[src/bfo_regs.vh]
// Register map, field positions, reset values and fault encodings for the backlight fault block
`ifndef BFO_REGS_VH
`define BFO_REGS_VH

// ----------------------------------------------------------------
// Register offsets
// ----------------------------------------------------------------
`define BFO_ADDR_FAULT_STATUS   8'h02
`define BFO_ADDR_DIRECT_FORCE   8'h04
`define BFO_ADDR_STRING_ENABLE  8'h16

// ----------------------------------------------------------------
// Fault status bit positions
// ----------------------------------------------------------------
`define BFO_BIT_SUPPLY_LOW      0
`define BFO_BIT_THERMAL         1
`define BFO_BIT_OVERCURRENT     2
`define BFO_BIT_OVERVOLTAGE     3

// ----------------------------------------------------------------
// Reset values and widths
// ----------------------------------------------------------------
`define BFO_RST_DIRECT_FORCE    6'h00
`define BFO_RST_STRING_ENABLE   6'h3f
`define BFO_NUM_STRINGS         6

`endif

[src/bfo_fault_ctrl.v]
// Fault status, direct output force and string enable registers of the backlight driver
//
// Contract
// - Thermal flag bit 1 sets when the monitor reports upper threshold reached.
// - After thermal fault, boost and outputs stay off until recovery threshold crossed.
// - Supply-low flag bit 0 sets; boost and outputs off until supply recovers.
// - Undervoltage threshold select comes from nonvolatile configuration, not a register.
// - Reading fault status at 02h clears bits 3, 2, 1 and 0.
// - Direct output force register at 04h resets to all zeros.
// - String enable register at 16h resets to 0011 1111b.
// - String enable bits 5:0 ANDed with phase-shift logic enables for strings 6:1.
`timescale 1ns/1ns
`include "bfo_regs.vh"
module bfo_fault_ctrl (
   // Clock and reset
   input  wire       CLK_SYS,
   input  wire       SRST,
   // Register port from the serial bus engine
   input  wire [7:0] REG_ADDR,
   input  wire [7:0] REG_WDATA,
   input  wire       REG_WR,
   input  wire       REG_RD,
   output reg  [7:0] REG_RDATA,
   // Analog monitor levels, asynchronous
   input  wire       OVERVOLTAGE_DET,
   input  wire       OVERCURRENT_DET,
   input  wire       THERMAL_HOT,
   input  wire       THERMAL_COOLED,
   input  wire       SUPPLY_LOW_DET,
   // Nonvolatile configuration
   input  wire [1:0] NV_SUPPLY_LOW_SEL,
   output wire [1:0] SUPPLY_LOW_THRESH_SEL,
   // Dimming and phase-shift inputs
   input  wire [5:0] DIM_PWM,
   input  wire [5:0] PHASE_SHIFT_EN,
   // Outputs to power stage
   output reg  [5:0] LED_OUT,
   output reg  [5:0] STRING_ON,
   output reg        BOOST_EN
);
   // ----------------------------------------------------------------
   // Monitor synchronisation
   // ----------------------------------------------------------------
   wire [4:0] mon_sync;
   wire       ov_s;
   wire       oc_s;
   wire       hot_s;
   wire       cool_s;
   wire       uv_s;

   bfo_sync2 #(.W(5)) u_sync (
      .CLK_SYS (CLK_SYS),
      .SRST    (SRST),
      .D       ({SUPPLY_LOW_DET, THERMAL_COOLED, THERMAL_HOT, OVERCURRENT_DET,
                 OVERVOLTAGE_DET}),
      .Q       (mon_sync)
   );

   assign ov_s   = mon_sync[0];
   assign oc_s   = mon_sync[1];
   assign hot_s  = mon_sync[2];
   assign cool_s = mon_sync[3];
   assign uv_s   = mon_sync[4];

   // Threshold choice is wired straight from nonvolatile bits; no register can alter it
   assign SUPPLY_LOW_THRESH_SEL = NV_SUPPLY_LOW_SEL;

   // ----------------------------------------------------------------
   // Registers
   // ----------------------------------------------------------------
   reg  [3:0] fault_status_ff;
   reg  [3:0] nxt_fault_status;
   reg  [5:0] direct_output_force_ff;
   reg  [5:0] string_on_bits_ff;
   reg        thermal_hold_ff;
   reg        nxt_thermal_hold;
   wire       rd_status;
   wire [3:0] fault_events;
   wire       shutdown;

   assign rd_status = REG_RD && (REG_ADDR == `BFO_ADDR_FAULT_STATUS);

   assign fault_events[`BFO_BIT_SUPPLY_LOW]  = uv_s;
   assign fault_events[`BFO_BIT_THERMAL]     = hot_s;
   assign fault_events[`BFO_BIT_OVERCURRENT] = oc_s;
   assign fault_events[`BFO_BIT_OVERVOLTAGE] = ov_s;

   // Clear on read, but an event present in the read cycle survives it
   always @* begin
      nxt_fault_status = fault_status_ff;
      if (rd_status) begin
         nxt_fault_status = 4'h0;
      end
      nxt_fault_status = nxt_fault_status | fault_events;
   end

   // Thermal shutdown holds until the cool monitor reports recovery (hysteresis)
   always @* begin
      nxt_thermal_hold = thermal_hold_ff;
      if (hot_s) begin
         nxt_thermal_hold = 1'b1;
      end else if (cool_s) begin
         nxt_thermal_hold = 1'b0;
      end
   end

   always @(posedge CLK_SYS) begin
      if (SRST) begin
         fault_status_ff        <= 4'h0;
         thermal_hold_ff        <= 1'b0;
         direct_output_force_ff <= `BFO_RST_DIRECT_FORCE;
         string_on_bits_ff      <= `BFO_RST_STRING_ENABLE;
      end else begin
         fault_status_ff <= nxt_fault_status;
         thermal_hold_ff <= nxt_thermal_hold;
         if (REG_WR && (REG_ADDR == `BFO_ADDR_DIRECT_FORCE)) begin
            direct_output_force_ff <= REG_WDATA[5:0];
         end
         if (REG_WR && (REG_ADDR == `BFO_ADDR_STRING_ENABLE)) begin
            string_on_bits_ff <= REG_WDATA[5:0];
         end
      end
   end

   // ----------------------------------------------------------------
   // Read data, registered one cycle after the read strobe
   // ----------------------------------------------------------------
   always @(posedge CLK_SYS) begin
      if (SRST) begin
         REG_RDATA <= 8'h00;
      end else if (REG_RD) begin
         case (REG_ADDR)
            `BFO_ADDR_FAULT_STATUS:  REG_RDATA <= {4'h0, fault_status_ff};
            `BFO_ADDR_DIRECT_FORCE:  REG_RDATA <= {2'h0, direct_output_force_ff};
            `BFO_ADDR_STRING_ENABLE: REG_RDATA <= {2'h0, string_on_bits_ff};
            default:                 REG_RDATA <= 8'h00;
         endcase
      end
   end

   // ----------------------------------------------------------------
   // Output gating
   // ----------------------------------------------------------------
   // Live undervoltage level gates, not the sticky flag, so reading never re-enables early
   assign shutdown = thermal_hold_ff | uv_s;

   always @(posedge CLK_SYS) begin
      if (SRST) begin
         LED_OUT   <= 6'h00;
         STRING_ON <= 6'h00;
         BOOST_EN  <= 1'b0;
      end else if (shutdown) begin
         LED_OUT   <= 6'h00;
         STRING_ON <= 6'h00;
         BOOST_EN  <= 1'b0;
      end else begin
         LED_OUT   <= direct_output_force_ff | DIM_PWM;
         STRING_ON <= string_on_bits_ff & PHASE_SHIFT_EN;
         BOOST_EN  <= 1'b1;
      end
   end
endmodule

[src/bfo_sync2.v]
// Two-stage synchroniser for asynchronous analog monitor levels
`timescale 1ns/1ns
module bfo_sync2 #(
   parameter W = 1
) (
   // Clock and reset
   input  wire         CLK_SYS,
   input  wire         SRST,
   // Level in and out
   input  wire [W-1:0] D,
   output wire [W-1:0] Q
);
   reg [W-1:0] meta_ff;
   reg [W-1:0] sync_ff;

   always @(posedge CLK_SYS) begin
      if (SRST) begin
         meta_ff <= {W{1'b0}};
         sync_ff <= {W{1'b0}};
      end else begin
         meta_ff <= D;
         sync_ff <= meta_ff;
      end
   end

   assign Q = sync_ff;
endmodule
[config.mk]
export PLATFORM = sky130hd
export DESIGN_NAME = bfo_fault_ctrl
export DESIGN_NICKNAME = d
export VERILOG_FILES = /design/src/bfo_fault_ctrl.v /design/src/bfo_sync2.v
export VERILOG_INCLUDE_DIRS = /design/src
export SDC_FILE = /design/constraint.sdc
export NUM_CORES = 1
export LEC_CHECK = 0
export BUFFER_PORTS_ARGS = -buffer_cell sky130_fd_sc_hd__buf_2
export CORE_UTILIZATION = 35
export CTS_BUF_LIST = sky130_fd_sc_hd__clkbuf_8
export CTS_CLUSTER_DIAMETER = 120
export DETAILED_ROUTE_END_ITERATION = 16
export MAX_ROUTING_LAYER = met4
export PLACE_DENSITY = 0.68
export SLEW_MARGIN = 20
export SYNTH_ARGS = -nofsm -noshare
export SYNTH_HDL_FRONTEND = slang
export SYNTH_SLANG_ARGS = --single-unit
[constraint.sdc]
create_clock -name CLK_SYS -period 1.8 [get_ports CLK_SYS]
set_input_delay 0.18 -clock CLK_SYS [delete_from_list [all_inputs] [get_ports CLK_SYS]]
set_output_delay 0.18 -clock CLK_SYS [all_outputs]
set_load 0.01 [all_outputs]
**Yosys cells after proc, flatten, opt, wreduce, memory -nomap -nowiden**

Index checks and enable logic that the tools add are counted.

- Bits in registers: 48
- Input bits: 39
- Logic and storage cells: 27

- Eq/ne operators: 3
- Muxes and demuxes: 5
- Bitwise gates (word level): 4
- Reductions and logical operators: 5

Operators with widths:

| kind | number |
|---|---|
| $pmux 6 s3 | 1 |
| $eq 8x2->1 const B | 1 |
| $eq 8x3->1 const B | 1 |
| $eq 8x5->1 const B | 1 |
| $and 6x6->6 | 1 |
| $or 6x6->6 | 1 |
| $mux 4 | 1 |
| $or 4x4->4 | 1 |
| $logic_and 1x1->1 | 3 |
| $mux 1 | 3 |
| $reduce_bool 2->1 | 1 |
| $reduce_or 2->1 | 1 |
| $or 1x1->1 | 1 |

**Logic depth before layout (Yosys ltp)**

Gate-level depths: netlist of run 1.

- Depth in word-level cells: 4
- Gate-level depth with buffers: 4

**Hierarchy**

A second synthesis of run 1 with hierarchy kept.

- Cells, all modules: 183
- Area, all modules: 1846.8 um2

Modules (own cells, without submodules):

| module | times used | cells each | area each (um2) |
|---|---|---|---|
| bfo_fault_ctrl | 1 | 163 | 1584.0 |
| bfo_sync2 | 1 | 20 | 262.8 |

**Least setup slack after synthesis of run 1**

No wires, ideal clock.

- Path kind: in2reg
- Start: in REG_ADDR[5]
- End: reg REG_RDATA[5]
- Library setup time: 0.096 ns
- Arrival: 1.488 ns
- Data required time: 1.704 ns
- Path slack: 0.216 ns
- Cell stages on the path: 4
- Path buffers: 1
- Cells stage by stage: or4_1 > or3b_1 > buf_6 > o41ai_2

- Word-level cells in the longest chain between the ends: 2
- Elaborated cells on any way between the ends: 4
- Those cells by class: 3 x eq/ne; 1 x mux

RTL lines:

| what | RTL line | RTL |
|---|---|---|
| from (decl) | bfo_fault_ctrl.v:19 | `input wire [7:0] REG_ADDR,` |
| $eq 8x5->1 (tied with other cells) | bfo_fault_ctrl.v:132 | `case (REG_ADDR)` |
| $pmux 6 s3 * | bfo_fault_ctrl.v:132 |  |
| to (signal assigned) | bfo_fault_ctrl.v:133 | `` `BFO_ADDR_FAULT_STATUS: REG_RDATA <= {4'h0, fault_status_ff}; `` |
| to (signal assigned) | bfo_fault_ctrl.v:134 | `` `BFO_ADDR_DIRECT_FORCE: REG_RDATA <= {2'h0, direct_output_force_ff}; `` |
| to (signal assigned) | bfo_fault_ctrl.v:135 | `` `BFO_ADDR_STRING_ENABLE: REG_RDATA <= {2'h0, string_on_bits_ff}; `` |
| to (decl) | bfo_fault_ctrl.v:23 | `output reg [7:0] REG_RDATA,` |

Every way passes the cells marked *; elsewhere a longest branch is shown, timed or not.
A chain may end at the register's enable or synchronous reset.

**Worst setup path after layout of run 1**

Same ends and word-level chain as after synthesis.

==> key figures, run 1 <==
Clocking
  – Clk_lat worst skew: 300 ps
  – CTS tree: yes
  – CTS Buf Count: 5
  – Largest buffer count on any clock path: 2
  – CTS sink cnt: 46
  – # resized after CTS: 0
  – H-tree levels: 2
  – CTS Hold Buffers Added: 0
  – Clk slew on worst S/H paths: 80 ps
  – Clk root buf: clkbuf_8
  – Setup bufs post-CTS: 0

Finish
  – P&R area growth vs syn: 22.2%
  – Fin area: 2280 um2
  – Post-layout net count: 267
  – Share of cells above drive strength 1: 34.9%
  – Antenna fix cells: 0

Critical path
  – CP Capture Type: flip-flop
  – CP Data Arrival Time: 1670 ps
  – Req. time, crit path: 2010 ps
  – Highest net fanout along the worst path: 6
  – Crit Path Class: in2reg
  – Worst Setup Start Kind: input pin

Outcome
  – Outcome: complete, no violations

STA
  – Fin crit share: 81.0%
  – Max Slew Vio Count: 0
  – RSZ-0062 raised after global routing: false
  – Setup TNS: 0 ps
  – Fmax: 0.686 GHz
  – Min Tclk post-route: 1460 ps
  – Slew @ Worst Pin: 730 ps
  – Hold violation total from the final report: 0
  – # setup viols final: 0
  – Relative slew slack: 51.3%
  – Clock skew: 3.28 ps

Logic synthesis
  – Synth area leader: dfxtp_1
  – Post-Syn Area: 1860 um2
  – Post-synthesis sequential area ratio: 49.4%
  – Synth top area cells: dfxtp_1, mux2i_1, o41ai_2, nor2_1, nand2b_1
  – Netlist cell types: 29
  – Top FF cell, synth: dfxtp_1
  – Register bit total from synthesis: 46
  – Mean Syn Cell Area: 10.6 um2
  – Commonest cells in the netlist: dfxtp_1, nor2_1, nand2b_1
  – Number of synthesized flops with an enable pin: 0
  – Top cell type's share of synthesized area: 49.4%
  – Post-Synthesis Cells: 176
  – Syn. warnings: 0
  – Asr flop ratio synth: 0%
  – Most common cell in the netlist: dfxtp_1

Floorplanning
  – Core area: 5110 um2
  – I/O pins: 62
  – Starting Density: 36.5%
  – Die Y: 75.0 um
  – Die area: 5620 um2
  – Die Width: 75.0 um
  – FP Rows: 26

Routing
  – Drt first-iter violations: 64
  – Antenna-violating nets left: 0
  – Pre-antenna DRT Iters: 4
  – Via-per-instance ratio: 4.77
  – # DRC: 0
  – Via count: 1425
  – Routed WL: 3.71 mm
  – Avg WL per Cell: 12.4 um

Power and ir drop
  – Lkg Pwr: 0.956 nW
  – PD cells: 834 nW/um2
  – Worst VDD drop: 0.306 mV

Flow run
  – Maxcap violations: 0

Placed design
  – Routability cong.: 0.779
  – Placed Area: 2180 um2
  – DP HPWL: 2.73 mm
  – Port Buffers: 53

Global route
  – GRT Residual Overflow: 0
  – Wire length of the first global-routing pass: 5.84 mm
  – Initial antenna violation count: 0
  – Gr usage total: 15.0%
  – Number of global-route vias before repair: 1242
  – Largest net degree at the start of global routing: 34

Worst hold path
  – Worst Hold Class: in2reg
-- flip-flops by register name, indices dropped and copies added, names as in the netlist --
name	count
BOOST_EN	1
STRING_ON	6
thermal_hold_ff	1
u_sync.meta_ff	5
string_on_bits_ff	6
LED_OUT	6
u_sync.Q	5
fault_status_ff	4
REG_RDATA	6
direct_output_force_ff	6
-- where the power goes --
group / switching (W) / internal [W]
Combinational: 0.0000987 / 0.0000846
Clock: 0.000346 / 0.000309
Sequential: 0.0000100 / 0.00105
-- per-layer routing --
metal,vias to the layer above,global-route usage (%),wire length [um]
met2,38,24.3,1900
met3,7,4.95,202
met5,-,-,0
met1,657,16.9,1550
li1,723,-,-
met4,0,6.29,59
-- final timing paths --
| path | start | end | slack [ps] | depth (start not counted) |
|---|---|---|---|---|
| max | REG_ADDR[5] | REG_RDATA[5] | 340 | 4 |
| max reg2reg | direct_output_force_ff[1] | REG_RDATA[1] | 750 | 3 |
| min | DIM_PWM[2] | LED_OUT[2] | 70 | 2 |
| min reg2reg | u_sync.meta_ff[1] | u_sync.Q[1] | 440 | 1 |
-- layout make-up --
| class | count | area, um2 |
|---|---|---|
| repair buffers | 58 | 303 |
| clock inverters | 2 | 12.5 |
| fillers | 513 | 2830 |
| flip-flops and latches | 46 | 921 |
| well taps | 70 | 87.6 |
| multi-input cells | 115 | 865 |
| inverters | 2 | 7.51 |
| clock buffers | 6 | 82.6 |
-- metrics by stage --
step                hold slack, ps  setup slack [ps]  power (W)  cells  util, %
CTS                           61.8               344    0.00192    299     44.6
global route                  57.9               245    0.00199    299     44.6
global placement               360              49.4    0.00127    291     42.7
detailed placement             360              30.4    0.00127    291     42.7
finish                        70.3               342    0.00190    299     44.6
floorplan                      290               216    0.00120    177        -
-- logic make-up (layout without fill, tap and decap cells) --
| family | Yosys count | count (layout) | synth area share [%] |
|---|---|---|---|
| flops | 46 | 46 | 49.4 |
| xor+xnor | 1 | 1 | 0.470 |
| other cells | 1 | 2 | 0.201 |
| simple gates | 76 | 76 | 26.6 |
| buf+inv | 16 | 68 | 4.43 |
| mux | 12 | 12 | 6.44 |
| compound gates | 24 | 24 | 12.5 |
-- worst max-delay path: stages --
cell and delay, ps:
buf_2 110, or4_1 530, or3b_1 520, o41ai_2 330
-- layout by cell type (no fill, tap or decap), drive strengths merged, types with 7 or more instances in the layout --
| cell type | instances |
|---|---|
| nor4bb | 8 |
| buf | 58 |
| dfxtp | 46 |
| mux2i | 12 |
| nand2b | 13 |
| or3b | 7 |
| nor2 | 22 |
| nor2b | 11 |
| and3 | 7 |
Note: power is estimated with default switching activity, not from simulation.
==> run 2: changes to the inputs <==
Settings changed: PLACE_DENSITY 0.68 to 0.7.
Clock period 1.8 ns to 1.2 ns, I/O delays scaled along.
==> run 2 against run 1 <==
Sequential cell count is the same. Non-clock buffer count grew 16. Register-to-register slack lost 720 ps. Clock-buffer cell count shrank 1. Critical path depth is the same. Clock power grew 44%. Global-route usage grew 0.088 points. Via count grew 4.1%. Worst hold slack lost 57 ps. Die area is the same. Final cell count grew 5.4%. Sequential share of layout area shrank 2.9 points. Critical path type unchanged. Largest cell class unchanged.
==> key figures, run 2 (synthesis results as in run 1) <==
Outcome
  – Outcome: complete, no violations

Global route
  – Largest net degree at the start of global routing: 24
  – Gr usage total: 15.1%
  – Wire length of the first global-routing pass: 6.07 mm
  – Number of global-route vias before repair: 1339
  – Initial antenna violation count: 0
  – GRT Residual Overflow: 0

STA
  – Hold violation total from the final report: 0
  – Fin crit share: 99.7%
  – # setup viols final: 0
  – Min Tclk post-route: 1200 ps
  – Max Slew Vio Count: 0
  – RSZ-0062 raised after global routing: true
  – Hold Slack: 13.1 ps
  – Clock skew: 6.94 ps
  – Slew @ Worst Pin: 697 ps
  – Fmax: 0.836 GHz
  – Relative slew slack: 53.6%

Routing
  – Drt first-iter violations: 55
  – Avg WL per Cell: 11.7 um
  – Antenna-violating nets left: 0
  – Pre-antenna DRT Iters: 4
  – Via-per-instance ratio: 4.71
  – Routed WL: 3.69 mm
  – Via count: 1483
  – # DRC: 0

Clocking
  – CTS Buf Count: 5
  – Setup bufs post-CTS: 0
  – CTS tree: yes
  – H-tree levels: 2
  – Clk slew on worst S/H paths: 80 ps
  – CTS sink cnt: 46
  – Clk root buf: clkbuf_8
  – Clk_lat worst skew: 300 ps
  – Largest buffer count on any clock path: 2

Finish
  – Antenna fix cells: 0
  – Most frequent cells in the layout: buf_2, dfxtp_1, nor2_1
  – Post-layout net count: 283
  – Commonest non-fill, non-tap cell in the layout: buf_2
  – Fin area: 2450 um2
  – Post-route core utilization: 48.1%
  – Share of cells above drive strength 1: 41.6%
  – P&R area growth vs syn: 31.7%
  – Post-Layout Cell Count: 315

Placed design
  – Placed Area: 2320 um2
  – Port Buffers: 53
  – Placed Cells: 306
  – Routability cong.: 0.853
  – DP HPWL: 2.75 mm

Floorplanning
  – Die area: 5620 um2
  – Core area: 5110 um2
  – FP Rows: 26
  – Starting Density: 36.5%
  – I/O pins: 62
  – Die Width: 75.0 um
  – Die Y: 75.0 um

Power and ir drop
  – Lkg Pwr: 1.05 nW
  – Worst VDD drop: 0.623 mV
  – PD cells: 1160 nW/um2

Critical path
  – CP Capture Type: flip-flop
  – Reg2Reg Depth: 4
  – Worst r2r dst: REG_RDATA[3]
  – Highest net fanout along the worst path: 6
  – Crit Path Class: in2reg
  – Worst Setup Start Kind: input pin
  – CP Data Arrival Time: 1400 ps
  – Req. time, crit path: 1400 ps
  – R2R Path Start: fault_status_ff[3]
  – FF-to-FF setup slack: 30 ps

Worst hold path
  – Worst Hold Class: in2reg
  – WHS Endpoint: LED_OUT[2]
  – HP Start: DIM_PWM[2]
  – Hold depth: 2

Flow run
  – Maxcap violations: 0
[run 2: cell type report]
type	count	area [um2]
repair buffers	74	444
clock buffers	5	68.8
flip-flops and latches	46	922
multi-input cells	115	901
inverters	2	7.51
clock inverters	3	23.8
well taps	70	87.6
fillers	502	2650
[run 2: worst max-delay path by stage]
stage	slack [ps]	to	start	cells past startpoint
after floorplan	-220	REG_RDATA[0]	REG_ADDR[5]	4
after global placement	-400	REG_RDATA[1]	REG_ADDR[5]	4
after detailed placement	-440	REG_RDATA[2]	REG_ADDR[5]	4
after CTS	5	REG_RDATA[4]	REG_ADDR[5]	4
after global routing	-40	REG_RDATA[3]	fault_status_ff[3]	4
final	3	REG_RDATA[4]	REG_ADDR[5]	4
[run 2: critical path, stage by stage]
cell	delay, ps
buf_6	90
or4_4	520
or3b_4	450
o41ai_2	220
[run 2: repair_timing]
| action | 4_1_cts | 5_1_grt |
|---|---|---|
| gates cloned | 0 | 0 |
| pin swaps | 1 | 0 |
| endpoints found under the hold margin | 0 | 1 |
| gates resized for setup | 2 | 4 |
| hold buffers | 0 | 1 |
| endpoints found under the setup margin | 6 | 5 |
[run 2: metal layers]
metal  global-route usage (%)  share of wire (%)  vias up
li1                         -                  -      752
met1                     19.1                 49      680
met2                     22.8                 44       47
met3                     3.75                5.6        4
met4                     6.29                1.7        0
met5                        -                  0        -
[run 2: through the flow]
stage | setup slack (ps) | TNS (ps) | total power (W)
global route | -44.5 | -104 | 0.00302
floorplan | -223 | -1740 | 0.00180
detailed placement | -435 | -4600 | 0.00195
CTS | 4.77 | 0 | 0.00289
global placement | -396 | -4140 | 0.00194
finish | 3.19 | 0 | 0.00286
[run 2: report_power, final]
group,leakage [nW],switching (W),total (W),internal [W]
registers,0.377,0.0000147,0.00159,0.00158
logic,0.633,0.000159,0.000322,0.000163
clock network,0.0408,0.000527,0.000943,0.000416
total,1.05,0.000701,0.00286,0.00216
